===== src/sph_pkg.sv =====
package sph_pkg;
    localparam int SPH_WIDTH = 8;
    localparam int SPH_CLK_NS = 10;
    localparam int SPH_STOP_NS = 12;
    localparam int SPH_WAKE_US = 1;
    localparam int SPH_STOP_CYC_I = (SPH_STOP_NS / SPH_CLK_NS) < 1 ? 1 : (SPH_STOP_NS / SPH_CLK_NS);
    localparam int SPH_WAKE_CYC_I = (SPH_WAKE_US * 1000) / SPH_CLK_NS;
    localparam logic [7:0] SPH_STOP_CYC = 8'(SPH_STOP_CYC_I);
    localparam logic [7:0] SPH_WAKE_CYC = 8'(SPH_WAKE_CYC_I);
    localparam logic [7:0] SPH_CNT_ZERO = 8'h00;
    localparam logic [7:0] SPH_CNT_ONE = 8'h01;
    localparam logic [SPH_WIDTH-1:0] SPH_DATA_RST = '0;
    typedef enum logic [2:0] {
        SPH_RUN = 3'h1,
        SPH_HOLD = 3'h2,
        SPH_WAKE = 3'h4
    } sph_state_t;
endpackage : sph_pkg


===== src/sph_pins_if.sv =====
`timescale 1ns/10ps
`default_nettype none
interface sph_pins_if;
    import sph_pkg::*;
    logic [SPH_WIDTH-1:0] pin_in;
    logic [SPH_WIDTH-1:0] kept;
    logic capture;
    modport keeper (input pin_in, input capture, output kept);
    modport user (output pin_in, output capture, input kept);
endinterface : sph_pins_if
`default_nettype wire


===== src/sph_keeper.sv =====
`timescale 1ns/10ps
`default_nettype none
// per-bit hold latch, implemented as an enabled flop
module sph_keeper
    import sph_pkg::*;
(
    input wire logic clk,
    input wire logic rst,
    sph_pins_if.keeper pins
);
    genvar i;
    generate
        for (i = 0; i < SPH_WIDTH; i++) begin : g_bit
            logic kept_q;
            always_ff @(posedge clk) begin
                if (rst) begin
                    kept_q <= 1'b0;
                end else if (pins.capture) begin
                    kept_q <= pins.pin_in[i];
                end
            end
            assign pins.kept[i] = kept_q;
        end
    endgenerate
endmodule : sph_keeper
`default_nettype wire


===== src/sph_hold.sv =====
`timescale 1ns/10ps
`default_nettype none
// What this block does
// - while enabled and sleep pin high, outputs and internal state are frozen.
// - outputs floating at power-down onset stay floating throughout.
// - during power-down all inputs except the sleep pin are ignored.
// - input and bidirectional hold latches keep last levels during power-down.
// - power-down function exists only when the configuration option is set.
// - with option on, sleep pin never reaches the logic array input.
// - device stops responding to inputs within 12 ns after pin rises.
// - device resumes valid operation within 1 us after the pin falls.
module sph_hold
    import sph_pkg::*;
(
    input wire logic clk,
    input wire logic rst,
    input wire logic sleep_enable,
    input wire logic sleep_hold_pin,
    input wire logic [SPH_WIDTH-1:0] data_in,
    input wire logic [SPH_WIDTH-1:0] oe_n_in,
    output logic [SPH_WIDTH-1:0] data_out,
    output logic [SPH_WIDTH-1:0] data_oe_n,
    output logic array_pin_in,
    output logic in_hold,
    output logic ready
);
    sph_state_t state_q, state_d;
    logic [7:0] cnt_q, cnt_d;
    logic opt_q;
    logic [SPH_WIDTH-1:0] out_q, oe_n_q;
    logic arr_q, hold_q, ready_q;

    sph_pins_if pins();

    // option sampled only at reset: a configuration choice, not live
    always_ff @(posedge clk) begin
        if (rst) begin
            opt_q <= sleep_enable;
        end
    end

    wire sleep_req = opt_q & sleep_hold_pin;
    wire running = (state_q == SPH_RUN);
    wire cnt_done = (cnt_q == SPH_CNT_ONE);
    // inputs reach state only while running with no sleep request (pin low or option off)
    wire upd_out = running & ~sleep_req;

    always_comb begin
        state_d = state_q;
        cnt_d = cnt_q;
        case (state_q)
            SPH_RUN: begin
                if (sleep_req) begin
                    state_d = SPH_HOLD;
                    cnt_d = SPH_CNT_ZERO;
                end
            end
            SPH_HOLD: begin
                if (!sleep_req) begin
                    state_d = SPH_WAKE;
                    // one short: the pin is seen up to a cycle after it falls
                    cnt_d = SPH_WAKE_CYC - SPH_CNT_ONE;
                end
            end
            SPH_WAKE: begin
                if (sleep_req) begin
                    state_d = SPH_HOLD;
                    cnt_d = SPH_CNT_ZERO;
                end else if (cnt_done) begin
                    state_d = SPH_RUN;
                    cnt_d = SPH_CNT_ZERO;
                end else begin
                    cnt_d = cnt_q - SPH_CNT_ONE;
                end
            end
            default: begin
                state_d = SPH_RUN;
                cnt_d = SPH_CNT_ZERO;
            end
        endcase
    end

    // keeper captures pins only while running; frozen otherwise
    assign pins.pin_in = data_in;
    assign pins.capture = upd_out;

    sph_keeper u_keeper (
        .clk(clk),
        .rst(rst),
        .pins(pins)
    );

    always_ff @(posedge clk) begin
        if (rst) begin
            state_q <= SPH_RUN;
            cnt_q <= SPH_CNT_ZERO;
        end else begin
            state_q <= state_d;
            cnt_q <= cnt_d;
        end
    end

    // outputs, enables and the array input update only when running
    always_ff @(posedge clk) begin
        if (rst) begin
            out_q <= SPH_DATA_RST;
            oe_n_q <= '1;
            arr_q <= 1'b0;
        end else if (upd_out) begin
            out_q <= pins.kept;
            oe_n_q <= oe_n_in;
            arr_q <= opt_q ? 1'b0 : sleep_hold_pin;
        end
    end

    always_ff @(posedge clk) begin
        if (rst) begin
            hold_q <= 1'b0;
            ready_q <= 1'b0;
        end else begin
            hold_q <= (state_d != SPH_RUN);
            ready_q <= (state_d == SPH_RUN);
        end
    end

    assign data_out = out_q;
    assign data_oe_n = oe_n_q;
    assign array_pin_in = arr_q;
    assign in_hold = hold_q;
    assign ready = ready_q;

    // enables as they stood when the last hold began
    logic [SPH_WIDTH-1:0] onset_oe_n_q;
    always_ff @(posedge clk) begin
        if (rst) begin
            onset_oe_n_q <= '1;
        end else if (running) begin
            onset_oe_n_q <= data_oe_n;
        end
    end

    // own count of held cycles with the pin low, apart from the state counter
    logic [7:0] wake_age_q;
    always_ff @(posedge clk) begin
        if (rst) begin
            wake_age_q <= SPH_CNT_ZERO;
        end else if (in_hold && !sleep_req) begin
            wake_age_q <= wake_age_q + SPH_CNT_ONE;
        end else begin
            wake_age_q <= SPH_CNT_ZERO;
        end
    end

    hold_out_a: assert property (@(posedge clk) disable iff (rst)
        (in_hold && $past(in_hold)) |-> $stable(data_out))
        else $error("output changed while held");
    hold_oe_a: assert property (@(posedge clk) disable iff (rst)
        (in_hold && $past(in_hold)) |-> $stable(data_oe_n))
        else $error("enable changed while held");
    block_in_a: assert property (@(posedge clk) disable iff (rst)
        (!running) |=> $stable(pins.kept))
        else $error("input reached state in hold");
    stop_resp_a: assert property (@(posedge clk) disable iff (rst)
        (sleep_req && running) |-> ##[1:1] in_hold)
        else $error("hold not entered in time");
    wake_time_a: assert property (@(posedge clk) disable iff (rst)
        (state_q == SPH_HOLD && !sleep_req) |-> ##[1:100] (ready || sleep_req))
        else $error("wake took too long");
    no_opt_a: assert property (@(posedge clk) disable iff (rst)
        !opt_q |-> !in_hold)
        else $error("held without option");
    arr_zero_a: assert property (@(posedge clk) disable iff (rst)
        opt_q |=> !array_pin_in)
        else $error("sleep pin leaked to array");
    opt_gate_a: assert property (@(posedge clk) disable iff (rst)
        (sleep_hold_pin && !opt_q) |=> ready)
        else $error("pin acted without option");
    // blocked inputs and frozen pins; freeze_io_a is wider than the held-only checks above
    freeze_io_a: assert property (@(posedge clk) disable iff (rst)
        !upd_out |=> ($stable(data_out) && $stable(data_oe_n)))
        else $error("pins moved while inputs blocked");
    keep_hold_a: assert property (@(posedge clk) disable iff (rst)
        (in_hold && $past(in_hold)) |-> $stable(pins.kept))
        else $error("hold latch moved while held");
    float_keep_a: assert property (@(posedge clk) disable iff (rst)
        in_hold |-> ((onset_oe_n_q & ~data_oe_n) == '0))
        else $error("floating output driven in hold");

    // hold and ready exclusion, hold cause, resume and wake window
    hold_excl_a: assert property (@(posedge clk) disable iff (rst)
        in_hold |-> !ready)
        else $error("ready while held");
    hold_cause_a: assert property (@(posedge clk) disable iff (rst)
        $rose(in_hold) |-> $past(sleep_req))
        else $error("hold entered without the pin");
    resume_cap_a: assert property (@(posedge clk) disable iff (rst)
        $rose(ready) |-> (pins.capture || sleep_req))
        else $error("inputs still blocked after wake");
    wake_age_a: assert property (@(posedge clk) disable iff (rst)
        wake_age_q <= SPH_WAKE_CYC)
        else $error("wake outlasted its window");

    // option guards
    pin_follow_a: assert property (@(posedge clk) disable iff (rst)
        (!opt_q && running) |=> (array_pin_in == $past(sleep_hold_pin)))
        else $error("pin not passed to array without option");
    opt_fixed_a: assert property (@(posedge clk) disable iff (rst)
        1'b1 |=> $stable(opt_q))
        else $error("option changed outside reset");
    arr_now_a: assert property (@(posedge clk) disable iff (rst)
        opt_q |-> !array_pin_in)
        else $error("array input high with option on");

    // scenario covers
    c_enter: cover property (@(posedge clk) disable iff (rst) running ##1 in_hold);
    c_wake: cover property (@(posedge clk) disable iff (rst) (state_q == SPH_WAKE) ##1 ready);
    c_rehold: cover property (@(posedge clk) disable iff (rst)
        (state_q == SPH_WAKE) ##1 (state_q == SPH_HOLD));
    c_noopt: cover property (@(posedge clk) disable iff (rst)
        (!opt_q && sleep_hold_pin) ##1 array_pin_in);
    c_long: cover property (@(posedge clk) disable iff (rst) in_hold [*8]);
endmodule : sph_hold
`default_nettype wire


===== config.mk =====
export PLATFORM = sky130hd
export DESIGN_NAME = sph_hold
export DESIGN_NICKNAME = d
export VERILOG_FILES = /design/src/sph_pkg.sv /design/src/sph_pins_if.sv /design/src/sph_keeper.sv /design/src/sph_hold.sv
export SDC_FILE = /design/constraint.sdc
export NUM_CORES = 1
export LEC_CHECK = 0
export BUFFER_PORTS_ARGS = -buffer_cell sky130_fd_sc_hd__clkbuf_2
export CAP_MARGIN = 10
export CORE_MARGIN = 2
export CORE_UTILIZATION = 47
export CTS_BUF_LIST = sky130_fd_sc_hd__clkbuf_16
export DETAILED_ROUTE_END_ITERATION = 10
export HOLD_SLACK_MARGIN = 0.08
export PLACE_DENSITY = 0.79
export SYNTH_ARGS = -nofsm -noshare
export SYNTH_HDL_FRONTEND = slang
export SYNTH_SLANG_ARGS = --single-unit

===== constraint.sdc =====
create_clock -name clk -period 1.9 [get_ports clk]
set_clock_uncertainty 0.15 [all_clocks]
set_input_delay 0.38 -clock clk [delete_from_list [all_inputs] [get_ports clk]]
set_output_delay 0.38 -clock clk [all_outputs]
set_load 0.005 [all_outputs]

==> flow_metrics.tcl, run 1 <==
set metrics [dict create \
    layout_common_cells "nand2_1 (50), dfxtp_1 (38), clkbuf_2 (38)" \
    route.detailed.drc 0 \
    drv_cap 0 \
    leakage_uw 0.000912 \
    gp_congestion 0.878 \
    crit_fanout 4 \
    dr.pass1.iters 4 \
    wl_met2_um 1480 \
    tns_ps 0 \
    cp_top_family "simple AND/OR/NAND/NOR gates" \
    min_path_type "in -> reg" \
    fillerInstances 302 \
    final_common_cell "nand2_1" \
    initial_core_util 0.484 \
    power_density_mw_per_mm2 1010 \
    period_needed_ps 1780 \
    worstPathRequired_ps 1920 \
    max_slew_margin 0.703 \
    grt_max_degree 27 \
    worstPathCellList "inv_1 -> ha_1 -> or3b_4 -> o211ai_2 -> o32ai_1 -> mux2_2" \
    num_antenna_cells 0 \
    numCtsBuffers 5 \
    first_iter_violations 72 \
    synthCells 186 \
    grt_pass1_wl_um 5370 \
    grt_pass1_vias 1193 \
    avgSynthCellArea_um2 8.62 \
    clock_sinks 39 \
    insertion_delay_ps 280 \
    rsz0062_at_grt "false" \
    hpwl_um 2150 \
    max_stage_delay_ps 390 \
    ys_types 33 \
    fmax_ghz 0.563 \
    io_pins 39 \
    yosysSeqAreaShare 0.493 \
    finalMaxSlewViolations 0 \
    antenna_found_initial 0 \
    start_kind "flop" \
    avgViaCountPerCell 4.96 \
    power_uw 2060 \
    status "complete, no violations" \
    crit_arrival_ps 1800 \
    die-height_um 62.4 \
    wirelength_um 3140 \
    hold_viol 0 \
    detail-route-antenna-nets 0 \
    met3_length_um 150 \
    drive_above_1_share 0.281 \
    yosys_warnings 0 \
    io_buffers 38 \
    worstSetupPathType "reg -> reg" \
    placed_area_mm2 0.00186 \
    wl_met1_um 1440 \
    ir_drop_uv 589 \
    synth.ff_latch_count 39 \
    netlist_area_mm2 0.00160 \
    row_count 21 \
    holdWs_ps 123 \
    area_growth_pct 27.6 \
    top_layer "met4" \
    path_buf_inv 1 \
    worst_setup_path_end_kind "flop" \
    cp_slowest_cell "or3b_4" \
    num_vias 1359 \
    setup_viol 0 \
    die-area_mm2 0.00389 \
    syn-num-nets 208 \
    tightest_slew_ps 441 \
    grt.overflow.total 0 \
    finalCritPeriodShare 0.935 \
    fin_nets 249 \
    core_area_mm2 0.00331 \
    wl_per_cell_um 11.4 \
    die_x_um 62.4 \
    cts_buffer_depth 2 \
    holdBufCountCts 0 \
    design_area_mm2 0.00204 \
    cts_root_buf "clkbuf_16" \
    cts-htree-levels 2 \
    path_clk_slew_ps 60 \
    grt_use_total 0.175 \
    cts_tree "yes" \
]
## report_power, final
group | internal (µW) | total [µW] | leakage, µW | switching [µW]
logic | 100 | 222 | 0.000507 | 121
registers | 873 | 899 | 0.000322 | 26.6
clock network | 618 | 942 | 0.0000838 | 324
## final cells by class
cell class	instances	area, µm²	share of cell area
clock inverters	3	43.8	0.0214
inverters	5	18.8	0.00918
well taps	46	57.6	0.0282
repair buffers	45	255	0.125
clock buffers	5	125	0.0612
multi-input cells	131	753	0.368
flip-flops and latches	39	791	0.387
## per-layer routing
| metal | vias to the layer above | GRT usage |
|---|---|---|
| li1 | 711 | - |
| met3 | 6 | 0.0559 |
| met5 | - | 0 |
| met4 | 0 | 0.0833 |
| met2 | 29 | 0.281 |
| met1 | 613 | 0.214 |
## synth_stat cells (all sizes together)
cell type | count | area share
a211oi | 1 | 0.0047
clkbuf | 5 | 0.012
o2bb2ai | 3 | 0.016
nand2 | 50 | 0.12
or4 | 1 | 0.0070
nand3b | 8 | 0.037
or3 | 3 | 0.012
or2 | 2 | 0.0078
mux2 | 2 | 0.014
o22ai | 4 | 0.016
nor3b | 2 | 0.0094
a21oi | 25 | 0.078
o211ai | 1 | 0.0078
buf | 6 | 0.022
xor2 | 1 | 0.0055
nand2b | 2 | 0.0078
and2 | 1 | 0.0039
o311ai | 1 | 0.010
inv | 5 | 0.012
xnor2 | 4 | 0.022
edfxtp | 1 | 0.019
or3b | 1 | 0.0055
ha | 2 | 0.016
o21bai | 1 | 0.0047
o21ba | 1 | 0.0062
nor4 | 1 | 0.0078
o32ai | 1 | 0.0055
nor3 | 7 | 0.025
o21ai | 1 | 0.0031
nor2 | 5 | 0.012
dfxtp | 38 | 0.47
## stage by stage
| stage | utilization | setup WS, ps | cells |
|---|---|---|---|
| 3_3_place_gp | 0.562 | 72.8 | 266 |
| 2_1_floorplan | - | 96.6 | 186 |
| 4_1_cts | 0.613 | 3.97 | 274 |
| 3_5_place_dp | 0.562 | 20.2 | 266 |
| 6_report | 0.618 | 123 | 274 |
| 5_1_grt | 0.618 | 30.7 | 274 |
## what timing repair did
| item | 4_1_cts | 5_1_grt |
|---|---|---|
| resized for setup | 0 | 4 |
| endpoints found under the setup margin | 0 | 10 |
| setup buffers | 0 | 0 |
## cell families after synthesis
logic type,synth area share
DFF,0.493
and+or+nand+nor,0.252
buffers and inverters,0.0453
adders and majority gates,0.0156
AOI/OAI and AO/OA,0.152
muxes,0.0141
xor gates and xnor gates,0.0273
## sequential cells by signal (all words and copies together) (netlist names)
name and count:
state_q 3, opt_q 1, array_pin_in 1, data_oe_n 8
ready 1, data_out 8, u_keeper.g_bit.kept_q 8, in_hold 1
cnt_q 8
## path summary, 6_finish.rpt
check / startpoint / to / slack, ps / depth (start not counted)
worst min-delay path: sleep_enable / opt_q / 120 / 1
worst min register to register: u_keeper.g_bit[1].kept_q / data_out[1] / 300 / 2
worst max-delay path: cnt_q[1] / cnt_q[2] / 120 / 6
worst max register to register: cnt_q[1] / cnt_q[2] / 120 / 6
No activity file was read; power rests on OpenSTA's default activity.
==> inputs of run 2 (changes only) <==
--- a/config.mk
+++ b/config.mk
@@ -5,6 +5,7 @@
 export SDC_FILE = /design/constraint.sdc
 export NUM_CORES = 1
 export LEC_CHECK = 0
+export ABC_AREA = 1
 export BUFFER_PORTS_ARGS = -buffer_cell sky130_fd_sc_hd__clkbuf_2
 export CAP_MARGIN = 10
 export CORE_MARGIN = 2
==> run 2 against run 1 <==
Effect of this change: global-route usage barely moved; final cell count rose by 14%; wire length rose by 3.9%; final area fell by 3.5%.
==> flow_metrics.tcl, run 2 <==
set metrics [dict create \
    period_needed_ps 1480 \
    r2r_cells 5 \
    cts_tree "yes" \
    syn-num-nets 248 \
    leakage_uw 0.000954 \
    post-cts-setup-buffers 0 \
    synthSimpleGateAreaFrac 0.339 \
    yosys_warnings 0 \
    ff2ff_setup_slack_ps 420 \
    finalCritPeriodShare 0.777 \
    power_density_mw_per_mm2 986 \
    first_iter_violations 68 \
    synthAdderAreaFrac 0.0153 \
    async_flop_share 0 \
    place_ws_ps 403 \
    area_growth_pct 20.9 \
    avgSynthCellArea_um2 7.22 \
    synth_compound_area_frac 0.0736 \
    detail-route-antenna-nets 0 \
    synth-xor-area-share 0 \
    tns_ps 0 \
    die-area_mm2 0.00396 \
    min_from "sleep_enable" \
    setup_viol 0 \
    tightest_slew_ps 382 \
    grt_max_degree 27 \
    status "complete, no violations" \
    fin_nets 286 \
    layout_common_cells "nand2_1 (78), dfxtp_1 (38), clkbuf_2 (38)" \
    dr.pass1.iters 4 \
    crit_arrival_ps 1540 \
    finalMaxSlewViolations 0 \
    num_antenna_cells 0 \
    grt_pass1_vias 1360 \
    worstPathRequired_ps 1960 \
    route.detailed.drc 0 \
    antenna_found_initial 0 \
    wl_per_cell_um 10.5 \
    max_slew_margin 0.745 \
    crit_fanout 26 \
    grt.overflow.total 0 \
    drive_above_1_share 0.208 \
    holdWs_ps 125 \
    grt_pass1_wl_um 5550 \
    cts-resized-gates 0 \
    rr_endpoint "data_out[5]" \
    grt_use_total 0.175 \
    numCtsBuffers 5 \
    synth_top_area_frac 0.466 \
    io_buffers 38 \
    synth_top_flop_cell "dfxtp_1" \
    whs_path_depth 1 \
    core_area_mm2 0.00334 \
    synth_top_family_by_area "simple AND/OR/NAND/NOR gates" \
    start_kind "flop" \
    pwr-share-comb 0.131 \
    placed_area_mm2 0.00183 \
    insertion_delay_ps 280 \
    switchingPower_uw 492 \
    die_x_um 62.9 \
    reg2reg_from "opt_q" \
    avgViaCountPerCell 4.87 \
    synth_mux_area_frac 0 \
    final_common_cell "nand2_1" \
    path_clk_slew_ps 50 \
    design_area_mm2 0.00197 \
    synth.ff_latch_count 39 \
    synth_top_area_cell "dfxtp_1" \
    io_pins 39 \
    initial_core_util 0.489 \
    hold_end "opt_q" \
    netlist_area_mm2 0.00163 \
    fmax_ghz 0.677 \
    intPower_uw 1450 \
    hold_viol 0 \
    cts_root_buf "clkbuf_16" \
    rsz0062_at_grt "false" \
    num_vias 1516 \
    worst_setup_path_end_kind "flop" \
    fillerInstances 319 \
    holdBufCountCts 0 \
    synth_edf_count 1 \
    die-height_um 62.9 \
    p_sw_frac 0.253 \
    wirelength_um 3260 \
    cts_buffer_depth 2 \
    yosysSeqAreaShare 0.485 \
    gp_congestion 0.927 \
    final_core_util 0.591 \
    synthCells 226 \
    p_clk_frac 0.401 \
    synth_area_leaders "dfxtp_1 (47%), nand2_1 (18%), nand3_1 (7.7%), a21oi_1 (6.7%), inv_1 (4.8%)" \
    row_count 21 \
    yosys-top-cells-count "nand2_1 (78), dfxtp_1 (38), nand3_1 (25)" \
    synth_most_common_cell "nand2_1" \
    hpwl_um 2300 \
    drv_cap 0 \
    ys_types 20 \
    cts-htree-levels 2 \
    worstSetupPathType "reg -> reg" \
    p_seq_frac 0.468 \
    ir_drop_uv 547 \
    setup_slack_ps 423 \
    min_path_type "in -> reg" \
    clock_sinks 39 \
]
[run 2: cell count changes after synthesis, moves of 3 or more]
cell       delta
a21oi_1       -3
buf_2         -3
inv_1        +16
nand2_1      +28
nand2_2       +4
nand3_1      +25
nand3b_1      -7
nand4_1       +3
nor2_1       +11
nor3_1        -6
o22ai_1       -4
o2bb2ai_1     -3
or3_1         -3
xnor2_1       -4
[run 2: kinds of logic after synthesis]
family,count (synthesis)
compound gates,24
fa+ha+maj,2
buf+inv,31
flops,39
simple gates,130
[run 2: worst max path at each step]
stage                     cells past startpoint                  endpoint            from
final                                         5               data_out[5]           opt_q
after global routing                          7                  cnt_q[4]        cnt_q[1]
after CTS                                     7  u_keeper.g_bit[4].kept_q      state_q[2]
after floorplan                               5                  cnt_q[3]             rst
after detailed placement                      6               data_out[5]  sleep_hold_pin
after global placement                        6               data_out[6]  sleep_hold_pin
[run 2: cell type report]
| cell class | instances | area (µm²) | share of cell area |
|---|---|---|---|
| Timing Repair Buffer | 39 | 198 | 0.100 |
| Sequential cell | 39 | 791 | 0.401 |
| Tap cell | 46 | 57.6 | 0.0292 |
| Multi-Input combinational cell | 156 | 698 | 0.354 |
| Clock inverter | 3 | 15.0 | 0.00761 |
| Clock buffer | 5 | 125 | 0.0634 |
| Inverter | 23 | 88.8 | 0.0450 |
[run 2: per-layer routing]
layer | GRT usage | vias to the layer above | wire length (µm)
li1 | - | 791 | -
met1 | 0.206 | 680 | 1460
met2 | 0.301 | 41 | 1540
met3 | 0.0523 | 4 | 212
met4 | 0.0639 | 0 | 43
met5 | 0 | - | 0
[run 2: power by group through the flow]
stage	registers (µW)	clock network [µW]	logic, µW
floorplan	926	0	185
finish	911	781	254
global placement	926	0	248
detailed placement	927	0	255
CTS	910	799	258
global route	918	833	292
[run 2: stage by stage]
stage / total power, µW / std cells
2_1_floorplan: 1110 / 226
3_3_place_gp: 1170 / 303
3_5_place_dp: 1180 / 303
4_1_cts: 1970 / 311
5_1_grt: 2040 / 311
6_report: 1950 / 311
[run 2: critical path: stages, from the launching register on]
cell and delay, ps:
edfxtp_1 450, nand2_2 160, nand2_4 190, inv_4 250
nand2_1 80, a21oi_1 130
